**src/include/sanm_pkg.sv**
```systemverilog
package sanm_pkg;

    // Register indices; byte address is four times the index
    localparam logic [3:0] IDX_STATUS   = 4'h1;
    localparam logic [3:0] IDX_ID_UPPER = 4'h2;
    localparam logic [3:0] IDX_ID_LOWER = 4'h3;
    localparam logic [3:0] IDX_ADVERT   = 4'h4;
    localparam logic [3:0] IDX_PARTNER  = 4'h5;
    localparam logic [3:0] IDX_EXPAND   = 4'h6;
    localparam logic [3:0] IDX_NP_TX    = 4'h7;
    localparam logic [3:0] IDX_NP_RX    = 4'h8;

    // Field positions
    localparam int STAT_AN_DONE    = 5;
    localparam int PTN_LINK        = 15;
    localparam int PTN_ACK         = 14;
    localparam int PTN_DUPLEX      = 12;
    localparam int PTN_SPEED_LO    = 10;
    localparam int PTN_ONE         = 0;
    localparam int EXP_NP_ABLE     = 2;
    localparam int EXP_PAGE_RX     = 1;
    localparam int NP_MORE         = 15;
    localparam int NP_ACK          = 14;
    localparam int NP_MSG          = 13;
    localparam int NP_ACK2         = 12;
    localparam int NP_TOGGLE       = 11;
    localparam int OUI_UPPER_FIRST = 3;
    localparam int OUI_LOWER_FIRST = 19;

    // Values after reset and fixed words
    localparam logic [15:0] ADVERT_WORD   = 16'h0000;
    localparam logic        PTN_LINK_RST  = 1'h1;
    localparam logic        NP_MORE_RST   = 1'h0;
    localparam logic        NP_MSG_RST    = 1'h1;
    localparam logic        NP_ACK2_RST   = 1'h0;
    localparam logic [10:0] NP_CODE_RST   = 11'h000;
    localparam logic        TOGGLE_RST    = 1'h0;

    // AXI responses
    localparam logic [1:0] RESP_OKAY   = 2'h0;
    localparam logic [1:0] RESP_SLVERR = 2'h2;

endpackage : sanm_pkg

```
**src/hdl/sanm_regs.sv**
```systemverilog
// Notes on behaviour
// - ID registers return vendor identifier bits 3-18 and 19-24 in fixed places.
// - Advertisement register is read-only, holding fixed word sent to PHY.
// - Partner bit 15 reports PHY line link; resets to one.
// - Partner bit 14 set when a base or next page arrives.
// - Partner bit 12 reports resolved duplex, one meaning full.
// - Partner bits 11:10 report resolved speed; code three reserved.
// - Partner bits 13 and 9:1 read zero, bit 0 reads one.
// - Expansion bit 2 reads one; other unused bits read zero.
// - Expansion bit 1 set on new page, cleared by reading.
// - Transmit bit 15 writable more-pages flag, resets zero; bit 14 zero.
// - Transmit bit 13 message select resets one; bits 10:0 writable code.
// - Transmit bit 12 writable comply flag, resets zero.
// - Transmit toggle flips on each sent next page, zero after reset.
// - Receive register captures partner next page fields, all reset zero.
// - Receive bit 11 holds toggle of received next page.
// - Receive bit 14 set when a partner page arrives.
// - Status bit 5 shows negotiation complete; resets zero.
//
// The AXI4-Lite slave port was left to the implementer.
`timescale 1ns/1ps
`default_nettype none

module sanm_regs #(
    parameter logic [1:24] VENDOR_OUI = 24'h5a3c96  // Arbitrary identifier value; bit 1 is the leftmost
) (
    input  wire logic        ref_clk_in,
    input  wire logic        rst_in,
    // AXI4-Lite slave
    input  wire logic [7:0]  s_axi_awaddr_in,
    input  wire logic        s_axi_awvalid_in,
    output var  logic        s_axi_awready_out,
    input  wire logic [31:0] s_axi_wdata_in,
    input  wire logic [3:0]  s_axi_wstrb_in,
    input  wire logic        s_axi_wvalid_in,
    output var  logic        s_axi_wready_out,
    output var  logic [1:0]  s_axi_bresp_out,
    output var  logic        s_axi_bvalid_out,
    input  wire logic        s_axi_bready_in,
    input  wire logic [7:0]  s_axi_araddr_in,
    input  wire logic        s_axi_arvalid_in,
    output var  logic        s_axi_arready_out,
    output var  logic [31:0] s_axi_rdata_out,
    output var  logic [1:0]  s_axi_rresp_out,
    output var  logic        s_axi_rvalid_out,
    input  wire logic        s_axi_rready_in,
    // Auto-negotiation function side
    input  wire logic        an_complete_in,
    input  wire logic        base_page_rx_in,
    input  wire logic        ptn_link_up_in,
    input  wire logic        ptn_full_duplex_in,
    input  wire logic [1:0]  ptn_speed_in,
    input  wire logic        next_page_rx_in,
    input  wire logic [15:0] next_page_word_in,
    input  wire logic        next_page_sent_in,
    output var  logic [15:0] advert_word_out,
    output var  logic [15:0] np_tx_word_out
);

    // Write channel state
    logic        aw_hold_reg;
    logic [3:0]  aw_idx_reg;
    logic        aw_bad_reg;
    logic        w_hold_reg;
    logic [15:0] w_data_reg;
    logic [1:0]  w_strb_reg;
    logic        awready_reg;
    logic        wready_reg;
    logic        bvalid_reg;
    logic [1:0]  bresp_reg;
    // Read channel state
    logic        arready_reg;
    logic        rvalid_reg;
    logic [31:0] rdata_reg;
    logic [1:0]  rresp_reg;
    // Register contents
    logic        an_done_reg;
    logic        ptn_link_reg;
    logic        ptn_ack_reg;
    logic        ptn_duplex_reg;
    logic [1:0]  ptn_speed_reg;
    logic        page_rx_reg;
    logic        np_more_reg;
    logic        np_msg_reg;
    logic        np_ack2_reg;
    logic [10:0] np_code_reg;
    logic        np_toggle_reg;
    logic [15:0] np_rx_reg;
    logic        np_rx_ack_reg;
    logic [15:0] advert_reg;
    logic [15:0] np_tx_word_reg;

    // Vendor identifier words
    logic [15:0] id_upper_word;
    logic [15:0] id_lower_word;

    genvar gi;
    generate
        for (gi = 0; gi < 16; gi++) begin : g_id_upper
            assign id_upper_word[15 - gi] = VENDOR_OUI[sanm_pkg::OUI_UPPER_FIRST + gi];
        end
        for (gi = 0; gi < 6; gi++) begin : g_id_lower
            assign id_lower_word[15 - gi] = VENDOR_OUI[sanm_pkg::OUI_LOWER_FIRST + gi];
        end
    endgenerate
    assign id_lower_word[9:0] = 10'h000;

    // Handshake terms
    wire aw_take  = s_axi_awvalid_in & awready_reg;
    wire w_take   = s_axi_wvalid_in & wready_reg;
    wire do_write = aw_hold_reg & w_hold_reg & ~bvalid_reg;
    wire ar_take  = s_axi_arvalid_in & arready_reg;

    wire aw_hold_next = (aw_hold_reg | aw_take) & ~do_write;
    wire w_hold_next  = (w_hold_reg | w_take) & ~do_write;
    wire bvalid_next  = do_write | (bvalid_reg & ~s_axi_bready_in);
    wire rvalid_next  = ar_take | (rvalid_reg & ~s_axi_rready_in);

    // Address decode
    wire [3:0] aw_idx    = s_axi_awaddr_in[5:2];
    wire [3:0] ar_idx    = s_axi_araddr_in[5:2];
    wire       aw_mapped = (s_axi_awaddr_in[7:6] == 2'h0) && (aw_idx >= sanm_pkg::IDX_STATUS)
                           && (aw_idx <= sanm_pkg::IDX_NP_RX);
    wire       ar_mapped = (s_axi_araddr_in[7:6] == 2'h0) && (ar_idx >= sanm_pkg::IDX_STATUS)
                           && (ar_idx <= sanm_pkg::IDX_NP_RX);

    // Words as read back
    wire [15:0] status_word  = 16'(an_done_reg) << sanm_pkg::STAT_AN_DONE;
    wire [15:0] partner_word = {ptn_link_reg, ptn_ack_reg, 1'h0, ptn_duplex_reg,
                                ptn_speed_reg, 9'h000, 1'h1};
    wire [15:0] expand_word  = {13'h0000, 1'h1, page_rx_reg, 1'h0};
    wire [15:0] np_tx_word   = {np_more_reg, 1'h0, np_msg_reg, np_ack2_reg,
                                np_toggle_reg, np_code_reg};
    wire [15:0] np_rx_word   = {np_rx_reg[15], np_rx_ack_reg, np_rx_reg[13:0]};

    wire [15:0] rd_word = (ar_idx == sanm_pkg::IDX_STATUS)   ? status_word   :
                          (ar_idx == sanm_pkg::IDX_ID_UPPER) ? id_upper_word :
                          (ar_idx == sanm_pkg::IDX_ID_LOWER) ? id_lower_word :
                          (ar_idx == sanm_pkg::IDX_ADVERT)   ? advert_reg    :
                          (ar_idx == sanm_pkg::IDX_PARTNER)  ? partner_word  :
                          (ar_idx == sanm_pkg::IDX_EXPAND)   ? expand_word   :
                          (ar_idx == sanm_pkg::IDX_NP_TX)    ? np_tx_word    :
                          (ar_idx == sanm_pkg::IDX_NP_RX)    ? np_rx_word    : 16'h0000;

    // Write effects; only the transmit page register has writable fields
    wire wr_np_tx = do_write & ~aw_bad_reg & (aw_idx_reg == sanm_pkg::IDX_NP_TX);
    wire wr_lo    = wr_np_tx & w_strb_reg[0];
    wire wr_hi    = wr_np_tx & w_strb_reg[1];
    wire any_page = base_page_rx_in | next_page_rx_in;
    wire rd_clear = ar_take & ar_mapped & (ar_idx == sanm_pkg::IDX_EXPAND);

    // Write address and data capture
    always_ff @(posedge ref_clk_in) begin
        if (rst_in) begin
            aw_hold_reg <= 1'h0;
            aw_idx_reg  <= 4'h0;
            aw_bad_reg  <= 1'h0;
            w_hold_reg  <= 1'h0;
            w_data_reg  <= 16'h0000;
            w_strb_reg  <= 2'h0;
        end else begin
            aw_hold_reg <= aw_hold_next;
            w_hold_reg  <= w_hold_next;
            if (aw_take) begin
                aw_idx_reg <= aw_idx;
                aw_bad_reg <= ~aw_mapped;
            end
            if (w_take) begin
                w_data_reg <= s_axi_wdata_in[15:0];
                w_strb_reg <= s_axi_wstrb_in[1:0];
            end
        end
    end

    // Write ready and response
    always_ff @(posedge ref_clk_in) begin
        if (rst_in) begin
            awready_reg <= 1'h0;
            wready_reg  <= 1'h0;
            bvalid_reg  <= 1'h0;
            bresp_reg   <= sanm_pkg::RESP_OKAY;
        end else begin
            awready_reg <= ~aw_hold_next & ~bvalid_next;
            wready_reg  <= ~w_hold_next & ~bvalid_next;
            bvalid_reg  <= bvalid_next;
            if (do_write) begin
                bresp_reg <= aw_bad_reg ? sanm_pkg::RESP_SLVERR : sanm_pkg::RESP_OKAY;
            end
        end
    end

    // Read channel
    always_ff @(posedge ref_clk_in) begin
        if (rst_in) begin
            arready_reg <= 1'h0;
            rvalid_reg  <= 1'h0;
            rdata_reg   <= 32'h0000_0000;
            rresp_reg   <= sanm_pkg::RESP_OKAY;
        end else begin
            arready_reg <= ~rvalid_next;
            rvalid_reg  <= rvalid_next;
            if (ar_take) begin
                rdata_reg <= ar_mapped ? {16'h0000, rd_word} : 32'h0000_0000;
                rresp_reg <= ar_mapped ? sanm_pkg::RESP_OKAY : sanm_pkg::RESP_SLVERR;
            end
        end
    end

    // Negotiation status and partner base page
    always_ff @(posedge ref_clk_in) begin
        if (rst_in) begin
            an_done_reg    <= 1'h0;
            ptn_link_reg   <= sanm_pkg::PTN_LINK_RST;
            ptn_ack_reg    <= 1'h0;
            ptn_duplex_reg <= 1'h0;
            ptn_speed_reg  <= 2'h0;
        end else begin
            an_done_reg <= an_complete_in;
            if (base_page_rx_in) begin
                ptn_link_reg   <= ptn_link_up_in;
                ptn_duplex_reg <= ptn_full_duplex_in;
                ptn_speed_reg  <= ptn_speed_in;
            end
            if (any_page) begin
                ptn_ack_reg <= 1'h1;
            end
        end
    end

    // Page received flag; a new page beats the read clear
    always_ff @(posedge ref_clk_in) begin
        if (rst_in) begin
            page_rx_reg <= 1'h0;
        end else if (any_page) begin
            page_rx_reg <= 1'h1;
        end else if (rd_clear) begin
            page_rx_reg <= 1'h0;
        end
    end

    // Next page transmit fields
    always_ff @(posedge ref_clk_in) begin
        if (rst_in) begin
            np_more_reg   <= sanm_pkg::NP_MORE_RST;
            np_msg_reg    <= sanm_pkg::NP_MSG_RST;
            np_ack2_reg   <= sanm_pkg::NP_ACK2_RST;
            np_code_reg   <= sanm_pkg::NP_CODE_RST;
            np_toggle_reg <= sanm_pkg::TOGGLE_RST;
        end else begin
            if (wr_hi) begin
                np_more_reg     <= w_data_reg[sanm_pkg::NP_MORE];
                np_msg_reg      <= w_data_reg[sanm_pkg::NP_MSG];
                np_ack2_reg     <= w_data_reg[sanm_pkg::NP_ACK2];
                np_code_reg[10:8] <= w_data_reg[10:8];
            end
            if (wr_lo) begin
                np_code_reg[7:0] <= w_data_reg[7:0];
            end
            if (next_page_sent_in) begin
                np_toggle_reg <= ~np_toggle_reg;
            end
        end
    end

    // Partner next page capture
    always_ff @(posedge ref_clk_in) begin
        if (rst_in) begin
            np_rx_reg     <= 16'h0000;
            np_rx_ack_reg <= 1'h0;
        end else begin
            if (next_page_rx_in) begin
                np_rx_reg <= next_page_word_in & 16'hbfff;
            end
            if (any_page) begin
                np_rx_ack_reg <= 1'h1;
            end
        end
    end

    // Words handed to the negotiation function
    always_ff @(posedge ref_clk_in) begin
        if (rst_in) begin
            advert_reg     <= sanm_pkg::ADVERT_WORD;
            np_tx_word_reg <= 16'h0000;
        end else begin
            advert_reg     <= sanm_pkg::ADVERT_WORD;
            np_tx_word_reg <= np_tx_word;
        end
    end

    assign s_axi_awready_out = awready_reg;
    assign s_axi_wready_out  = wready_reg;
    assign s_axi_bvalid_out  = bvalid_reg;
    assign s_axi_bresp_out   = bresp_reg;
    assign s_axi_arready_out = arready_reg;
    assign s_axi_rvalid_out  = rvalid_reg;
    assign s_axi_rdata_out   = rdata_reg;
    assign s_axi_rresp_out   = rresp_reg;
    assign advert_word_out   = advert_reg;
    assign np_tx_word_out    = np_tx_word_reg;
endmodule : sanm_regs

`default_nettype wire

```
**config.mk**
```make
export PLATFORM = sky130hd
export DESIGN_NAME = sanm_regs
export DESIGN_NICKNAME = d
export VERILOG_FILES = /design/src/include/sanm_pkg.sv /design/src/hdl/sanm_regs.sv
export SDC_FILE = /design/constraint.sdc
export NUM_CORES = 1
export LEC_CHECK = 0
export BUFFER_PORTS_ARGS = -buffer_cell sky130_fd_sc_hd__buf_2
export CAP_MARGIN = 20
export CELL_PAD_IN_SITES_DETAIL_PLACEMENT = 1
export CELL_PAD_IN_SITES_GLOBAL_PLACEMENT = 2
export CORE_MARGIN = 8
export CORE_UTILIZATION = 28
export CTS_CLUSTER_SIZE = 10
export DETAILED_ROUTE_END_ITERATION = 6
export PLACE_DENSITY_LB_ADDON = 0.1
export SLEW_MARGIN = 40
export SYNTH_ARGS = -nofsm -noshare
export SYNTH_HDL_FRONTEND = slang
export SYNTH_SLANG_ARGS = --single-unit
```
**constraint.sdc**
```tcl
create_clock -name ref_clk_in -period 2.2 [get_ports ref_clk_in]
set_clock_uncertainty 0.05 [all_clocks]
set_input_delay 0 -clock ref_clk_in [delete_from_list [all_inputs] [get_ports ref_clk_in]]
set_output_delay 0 -clock ref_clk_in [all_outputs]
set_load 0.02 [all_outputs]
```
; ---- Word level (Yosys, flattened, before mapping)
; Index checks and enable logic that the tools add are counted.
[word_totals]
register_bits = 119
elab_cells = 95
input_bits = 83
output_inout_bits = 73
[classes]
mux = 13
eq_ne = 9
n_reduce_logical = 7
order_cmp = 4
n_bitwise = 33
[ops]
columns = operator, n
row1 = $mux 16, 9
row2 = $eq 4x3->1 const B, 5
row3 = $and 1x1->1, 17
row4 = $not 1->1, 11
row5 = $eq 4x2->1 const B, 2
row6 = $ge 4x1->1 const B, 2
row7 = $le 4x4->1 const B, 2
row8 = $or 1x1->1, 5
row9 = $eq 4x1->1 const B, 1
row10 = $eq 4x4->1 const B, 1
row11 = $logic_and 1x1->1, 4
row12 = $logic_not 2->1, 2
row13 = $mux 2, 2
row14 = $mux 1, 2
row15 = $reduce_bool 2->1, 1

; ---- Depth between registers and ports, before layout
; Gate-level depths: netlist (run 1).
[logic_depth]
depth_word = 10
ltp_mapped = 6
ltp_nobuf = 4

; ---- Worst setup path before layout (run 1)
; OpenSTA, ideal clock, no wires.
[synth_timing]
kind = register to register
start = reg bvalid_reg, in the netlist s_axi_bvalid_out
end = reg np_code_reg[0]
synth_period_minus_slack_ns = 1.614
stages_incl_launch_ff = 5
setup_time_ns = 0.132
slack_ns = 0.586
t_arrival_ns = 1.432
required_time_ns = 2.018
n_path_buf = 0
path_cell_list = dfxtp_1 nand3b_4 nor4_4 mux2i_1 nor2_2
[synth_via]
elab_chain_len = 5
[synth_rtl]
columns = element, line
row1 = "start, declared", sanm_regs.sv:69  ; logic bvalid_reg;
row2 = "start signal, assigned", sanm_regs.sv:185  ; bvalid_reg <= bvalid_next;
row3 = $not 1->1, sanm_regs.sv:111  ; wire do_write = aw_hold_reg & w_hold_reg & ~bvalid_reg;
row4 = $and 1x1->1, sanm_regs.sv:111
row5 = $and 1x1->1 (2 in series), sanm_regs.sv:146  ; wire wr_np_tx = do_write & ~aw_bad_reg & (aw_idx_reg == sanm_pkg::IDX_NP_TX);
row6 = $and 1x1->1, sanm_regs.sv:147  ; wire wr_lo = wr_np_tx & w_strb_reg[0];
row7 = "end signal, assigned", sanm_regs.sv:247  ; np_code_reg <= sanm_pkg::NP_CODE_RST;
row8 = "end signal, assigned", sanm_regs.sv:257  ; np_code_reg[7:0] <= w_data_reg[7:0];
row9 = "end, declared", sanm_regs.sv:86  ; logic [10:0] np_code_reg;
; No other way between the ends.
; A chain may end at the register's enable or synchronous reset.

; ---- Worst setup path after layout (run 1)
[layout_timing]
start = in rst_in
end = reg ptn_link_reg
[layout_rtl]
columns = element, line
row1 = "start, declared", sanm_regs.sv:28  ; input wire logic rst_in,
row2 = "end signal, assigned", sanm_regs.sv:213  ; ptn_link_reg <= sanm_pkg::PTN_LINK_RST;
row3 = "end signal, assigned", sanm_regs.sv:220  ; ptn_link_reg <= ptn_link_up_in;
row4 = "end, declared", sanm_regs.sv:78  ; logic ptn_link_reg;
; No word-level cell between the ends.

==> results_dict.tcl, run 1 <==
set metrics [dict create \
    antenna_found_initial 0 \
    hold_class "input pin to flop" \
    avgSynthCellArea_um2 9.17 \
    power_mw 3.87 \
    power.leakage_nw 2.34 \
    grt_pass1_vias 3668 \
    maxCapViolCount 0 \
    slew_violations 0 \
    syn_area_mm2 0.00399 \
    synth_edf_count 0 \
    dpl.cell_count 693 \
    worstMarginPinSlew_ps 602 \
    vias 3355 \
    p_per_area_mw_per_mm2 712 \
    multi_input_area_mm2 0.00178 \
    postPlaceCellArea_mm2 0.00452 \
    drt_iter0_markers 127 \
    min_path_cells 3 \
    power.share.clock_pct 40.2 \
    path_class "input pin to flop" \
    drt-vias-per-instance 4.35 \
    drive_gt1_share_pct 21.6 \
    routedWlPerCell_um 15.3 \
    fp.coreArea_mm2 0.0139 \
    path_clk_slew_ps 70 \
    hpwl_um 8550 \
    synth_simple_gate_area_share_pct 20.2 \
    seqPwrFrac_pct 48.3 \
    max_freq_ghz 0.572 \
    ys_top_cells_by_count "dfxtp_1, nand2_1, nor2_1" \
    regArea_mm2 0.00196 \
    synth_cells 435 \
    io_buffers 95 \
    arrival_ps 1940 \
    ys.flop_type "dfxtp_1" \
    diodes 0 \
    critical_path.startpoint_type "input pin" \
    synth_top_family_by_area "simple AND/OR/NAND/NOR gates" \
    ys_types 44 \
    swShare_pct 25.0 \
    p_comb_share_pct 11.5 \
    setup_viol 0 \
    start_util_pct 28.7 \
    synth-seq-cells 98 \
    clockBufferDepth 2 \
    status "finished clean" \
    regToRegEndpoint "s_axi_rdata_out[11]$_SDFFE_PP0P_" \
    instances_no_fill 772 \
    io_pins 156 \
    reg2reg_slack_ps 500 \
    ys_top_cells_by_area "dfxtp_1, mux2i_1, buf_4" \
    largest_register_ff_count 16 \
    htreeDepth 3 \
    synthMuxAreaShare_pct 8.03 \
    cts_tree "built" \
    async_reset_ff_share_pct 0 \
    gr-usage-all-layers_pct 13.4 \
    synth_fa_ha_area_share_pct 0 \
    grt_pass1_wl_um 19200 \
    die_width_um 135 \
    grt-ovfl-total 0 \
    drc 0 \
    nNetsFinal 671 \
    r2r_cells 4 \
    first_pass_iters 4 \
    period_share_pct 79.5 \
    postLayoutCoreUtil_pct 39.2 \
    ant_nets 0 \
    yosysTopAreaCell "dfxtp_1" \
    crit_required_ps 2390 \
    finalHoldViolations 0 \
    yosysWarnings 0 \
    slew_headroom_pct 59.9 \
    ctsRootBufferMaster "clkbuf_16" \
    holdPathEnd "s_axi_awready_out$_SDFF_PP0_" \
    hold_slack_ps 59.1 \
    rsz0062_at_grt "false" \
    setup_tns_ps 0 \
    reg2reg_from "s_axi_arready_out$_SDFF_PP0_" \
    cts.sinks 98 \
    yosysMostFrequentCell "dfxtp_1" \
    fin_area_mm2 0.00544 \
    worst_slack_ps 451 \
    power.switching_mw 0.969 \
    critPathCaptureType "flop" \
    crit_path_max_fanout 30 \
    area.growth.synth_to_final_pct 36.4 \
    dieArea_mm2 0.0183 \
    drt-total-wl_um 11800 \
    peakVddDrop_v 0.000433 \
    fp.dieH_um 135 \
    rows 43 \
    hp-start "s_axi_awvalid_in" \
    seq_area_frac_synth_pct 49.2 \
    finalCriticalPeriod_ps 1750 \
    place_congestion 0.735 \
    yosys.area.top_type_share_pct 49.2 \
    cts_resized 0 \
    synth_xor_area_share_pct 0.878 \
    grt_start_max_net_pins 31 \
    place_ws_ps 517 \
    insertion_delay_ps 350 \
    p_int_mw 2.91 \
    numCtsBuffers 9 \
    final.fill_count 1652 \
    synth_compound_area_share_pct 12.2 \
]
per-layer routing:
layer	GRT usage (%)	part of all wire, %
met5	0	0
met4	4.44	1.3
met3	4.27	5.2
met2	23.3	50
met1	15.2	44
critical path: stages:
cell           delay [ps]
dlygate4sd3_1         530
buf_2                 240
buf_4                 290
a211o_1               310
dlygate4sd3_1         560
power groups by stage:
stage	Clock, mW	Combinational (mW)	Sequential, mW
6_report	1.56	0.444	1.87
3_5_place_dp	0	0.357	1.91
5_1_grt	1.69	0.492	1.88
2_1_floorplan	0	0.273	1.91
3_3_place_gp	0	0.351	1.91
4_1_cts	1.62	0.447	1.87
cells by family after synthesis:
logic type	Yosys count
and+or+nand+nor	158
DFF	98
AOI/OAI and AO/OA	78
buffers and inverters	64
muxes	32
xor gates and xnor gates	4
other	1
placed cells by master (no fill, tap or decap), types with 2 or more instances in the layout:
cell and instances:
a211oi_1 2, a21oi_1 34, a22o_1 5, a22oi_1 5, a32o_1 2, a32oi_1 4
and2_1 4, buf_2 95, buf_4 7, clkbuf_1 2, clkbuf_16 9, clkinvlp_4 2
conb_1 35, dfxtp_1 98, dlygate4sd3_1 64, inv_1 6, mux2i_1 32, nand2_1 63
nand2b_1 5, nand3_1 4, nand4b_1 2, nor2_1 36, nor2_2 8, nor2b_1 20
nor3_1 5, nor4_1 3, nor4_4 2, o211ai_1 4, o21ai_0 5, o21ai_1 9
xnor2_1 3
final cells by class:
cell class	instances	area share, %
well taps	180	4.14
repair buffers	166	21.5
multi-input cells	307	32.7
inverters	6	0.414
clock inverters	4	0.989
flip-flops and latches	98	36.0
clock buffers	11	4.28
worst max path at each step:
stage	start	end	slack (ps)	cells after the start
floorplan	s_axi_bvalid_out$_SDFF_PP0_	np_code_reg[0]$_SDFFE_PP0P_	590	4
global placement	s_axi_arready_out$_SDFF_PP0_	s_axi_rdata_out[11]$_SDFFE_PP0P_	570	4
detailed placement	s_axi_arready_out$_SDFF_PP0_	s_axi_rdata_out[11]$_SDFFE_PP0P_	520	4
CTS	rst_in	ptn_link_reg$_SDFFE_PP1P_	490	5
global route	rst_in	aw_idx_reg[1]$_SDFFE_PP0P_	340	5
finish	rst_in	ptn_link_reg$_SDFFE_PP1P_	450	5
what timing repair did:
action,in CTS,in global routing
hold buffers,64,0
endpoints found under the hold margin,50,0
setup buffers,0,0
Note: power is estimated with default switching activity, not from simulation.
==> run 2, diff against run 1 <==
--- a/config.mk
+++ b/config.mk
@@ -5,12 +5,13 @@
 export SDC_FILE = /design/constraint.sdc
 export NUM_CORES = 1
 export LEC_CHECK = 0
+export ABC_AREA = 1
 export BUFFER_PORTS_ARGS = -buffer_cell sky130_fd_sc_hd__buf_2
 export CAP_MARGIN = 20
 export CELL_PAD_IN_SITES_DETAIL_PLACEMENT = 1
 export CELL_PAD_IN_SITES_GLOBAL_PLACEMENT = 2
 export CORE_MARGIN = 8
-export CORE_UTILIZATION = 28
+export CORE_UTILIZATION = 23
 export CTS_CLUSTER_SIZE = 10
 export DETAILED_ROUTE_END_ITERATION = 6
 export PLACE_DENSITY_LB_ADDON = 0.1
==> constraint.sdc (replaced) <==
create_clock -name ref_clk_in -period 1.4 [get_ports ref_clk_in]
set_clock_uncertainty 0.05 [all_clocks]
set_input_delay 0 -clock ref_clk_in [delete_from_list [all_inputs] [get_ports ref_clk_in]]
set_output_delay 0 -clock ref_clk_in [all_outputs]
set_load 0.02 [all_outputs]
==> results_dict.tcl, run 2 <==
set metrics [dict create \
    yosysTopAreaCell "dfxtp_1" \
    crit_required_ps 1580 \
    hp-start "s_axi_wvalid_in" \
    critical_path.startpoint_type "input pin" \
    layout_common_cells "nor2_1, dfxtp_1, buf_2" \
    peakVddDrop_v 0.000558 \
    synth_xor_area_share_pct 0.222 \
    period_share_pct 94.6 \
    synth-seq-cells 98 \
    synth_top_family_by_area "simple AND/OR/NAND/NOR gates" \
    reg2reg_slack_ps 100 \
    grt_pass1_wl_um 20400 \
    worst_slack_ps 75.2 \
    drt_iter0_markers 94 \
    hold_slack_ps 5.18 \
    maxCapViolCount 0 \
    io_buffers 95 \
    htreeDepth 3 \
    antenna_found_initial 0 \
    syn_area_mm2 0.00394 \
    rows 48 \
    max_freq_ghz 0.755 \
    fp.coreArea_mm2 0.0170 \
    path_clk_slew_ps 70 \
    reg2reg_from "s_axi_arready_out$_SDFF_PP0_" \
    p_per_area_mw_per_mm2 1150 \
    path_class "input pin to flop" \
    synth_edf_count 0 \
    seq_area_frac_synth_pct 49.8 \
    place_congestion 0.760 \
    grt-ovfl-total 0 \
    area.growth.synth_to_final_pct 38.3 \
    final_common_cell "nor2_1" \
    ant_nets 0 \
    place_ws_ps -34.8 \
    grt_start_max_net_pins 58 \
    nNetsFinal 747 \
    async_reset_ff_share_pct 0 \
    avgSynthCellArea_um2 7.65 \
    synth_simple_gate_area_share_pct 23.6 \
    regToRegEndpoint "s_axi_rdata_out[5]$_SDFFE_PP0P_" \
    synth_cells 515 \
    yosys.area.top_type_share_pct 49.8 \
    dieArea_mm2 0.0216 \
    drive_gt1_share_pct 21.4 \
    drt-vias-per-instance 4.04 \
    power.leakage_nw 2.43 \
    rsz0062_at_grt "true" \
    yosysMostFrequentCell "nor2_1" \
    yosysWarnings 0 \
    cts.sinks 98 \
    arrival_ps 1510 \
    io_pins 156 \
    fp.dieH_um 147 \
    first_pass_iters 4 \
    synth_compound_area_share_pct 13.4 \
    holdPathEnd "s_axi_wready_out$_SDFF_PP0_" \
    die_width_um 147 \
    critPathCaptureType "flop" \
    setup_viol 0 \
    min_path_cells 4 \
    grt_pass1_vias 3887 \
    start_util_pct 23.2 \
    drt-total-wl_um 12600 \
    gr-usage-all-layers_pct 12.0 \
    synthMuxAreaShare_pct 0 \
    hpwl_um 9680 \
    crit_path_max_fanout 6 \
    numCtsBuffers 9 \
    drc 0 \
    status "finished clean" \
    hold_class "input pin to flop" \
    slew_violations 0 \
    ctsRootBufferMaster "clkbuf_16" \
    ys_types 29 \
    clockBufferDepth 2 \
    ys_top_cells_by_count "nor2_1, dfxtp_1, nand2_1" \
    r2r_cells 7 \
    ys.flop_type "dfxtp_1" \
    synth_fa_ha_area_share_pct 0 \
    cts_tree "built" \
    diodes 0 \
    ys_top_cells_by_area "dfxtp_1, nor2_1, o21ai_0" \
    finalHoldViolations 0 \
    routedWlPerCell_um 14.1 \
    largest_register_ff_count 16 \
    insertion_delay_ps 350 \
    finalCriticalPeriod_ps 1320 \
    postLayoutCoreUtil_pct 32.1 \
    vias 3616 \
]
[run 2: worst max path at each step]
stage	startpoint	end	slack [ps]	cells past startpoint
after floorplan	s_axi_arready_out$_SDFF_PP0_	s_axi_rdata_out[4]$_SDFFE_PP0P_	10	6
after global placement	s_axi_bvalid_out$_SDFF_PP0_	np_code_reg[1]$_SDFFE_PP0P_	10	7
after detailed placement	aw_hold_reg$_SDFF_PP0_	np_code_reg[3]$_SDFFE_PP0P_	-30	6
after CTS	aw_hold_reg$_SDFF_PP0_	np_code_reg[3]$_SDFFE_PP0P_	20	6
after global routing	s_axi_arready_out$_SDFF_PP0_	s_axi_rdata_out[11]$_SDFFE_PP0P_	-6	6
final	base_page_rx_in	ptn_duplex_reg$_SDFFE_PP0P_	80	6
[run 2: cell type report]
class	count	area (µm²)
multi-input cells	355	1640
flip-flops and latches	98	1960
well taps	225	282
clock buffers	12	256
repair buffers	159	1100
inverters	41	154
fillers	2103	11500
clock inverters	4	56.3
[run 2: stage by stage]
step / cell area [µm²] / TNS, ps / instances / total power [mW]
2_1_floorplan: 4070 / 0 / 549 / 3.47
3_3_place_gp: 4560 / 0 / 824 / 3.61
3_5_place_dp: 4560 / -62.3 / 824 / 3.62
4_1_cts: 5410 / 0 / 892 / 6.40
5_1_grt: 5450 / -6.06 / 894 / 6.61
6_report: 5450 / 0 / 894 / 6.27
[run 2: report_power, final]
part	internal, mW	switching [mW]	leakage (nW)
Clock	1.50	1.10	0.154
Sequential	2.90	0.0615	0.801
Combinational	0.285	0.421	1.48
[run 2: layer usage]
layer	routed length (µm)	track usage (%)
met5	0	0
met4	154	3.45
met3	538	3.88
met2	6420	21.5
met1	5490	13.4
[run 2: critical path: stages]
cell and delay [ps]:
dlygate4sd3_1 530, buf_2 160, inv_1 90, nor2_1 120
nor2_1 60, dlygate4sd3_1 550
[run 2: cells by family (layout without fill, tap and decap cells)]
kind of cell    Yosys count  in the layout
buf+inv                  96            216
flops                    98             98
simple gates            216            216
compound gates          103            103
xor+xnor                  1              1
other cells               1             35
[run 2: timing repair]
item / CTS / global route
buffers inserted: 1 / 2
hold endpoints to repair: 48 / 0
endpoints found under the setup margin: 6 / 20
pin swaps: 1 / 4
resized for setup: 3 / 9
hold buffers: 51 / 0
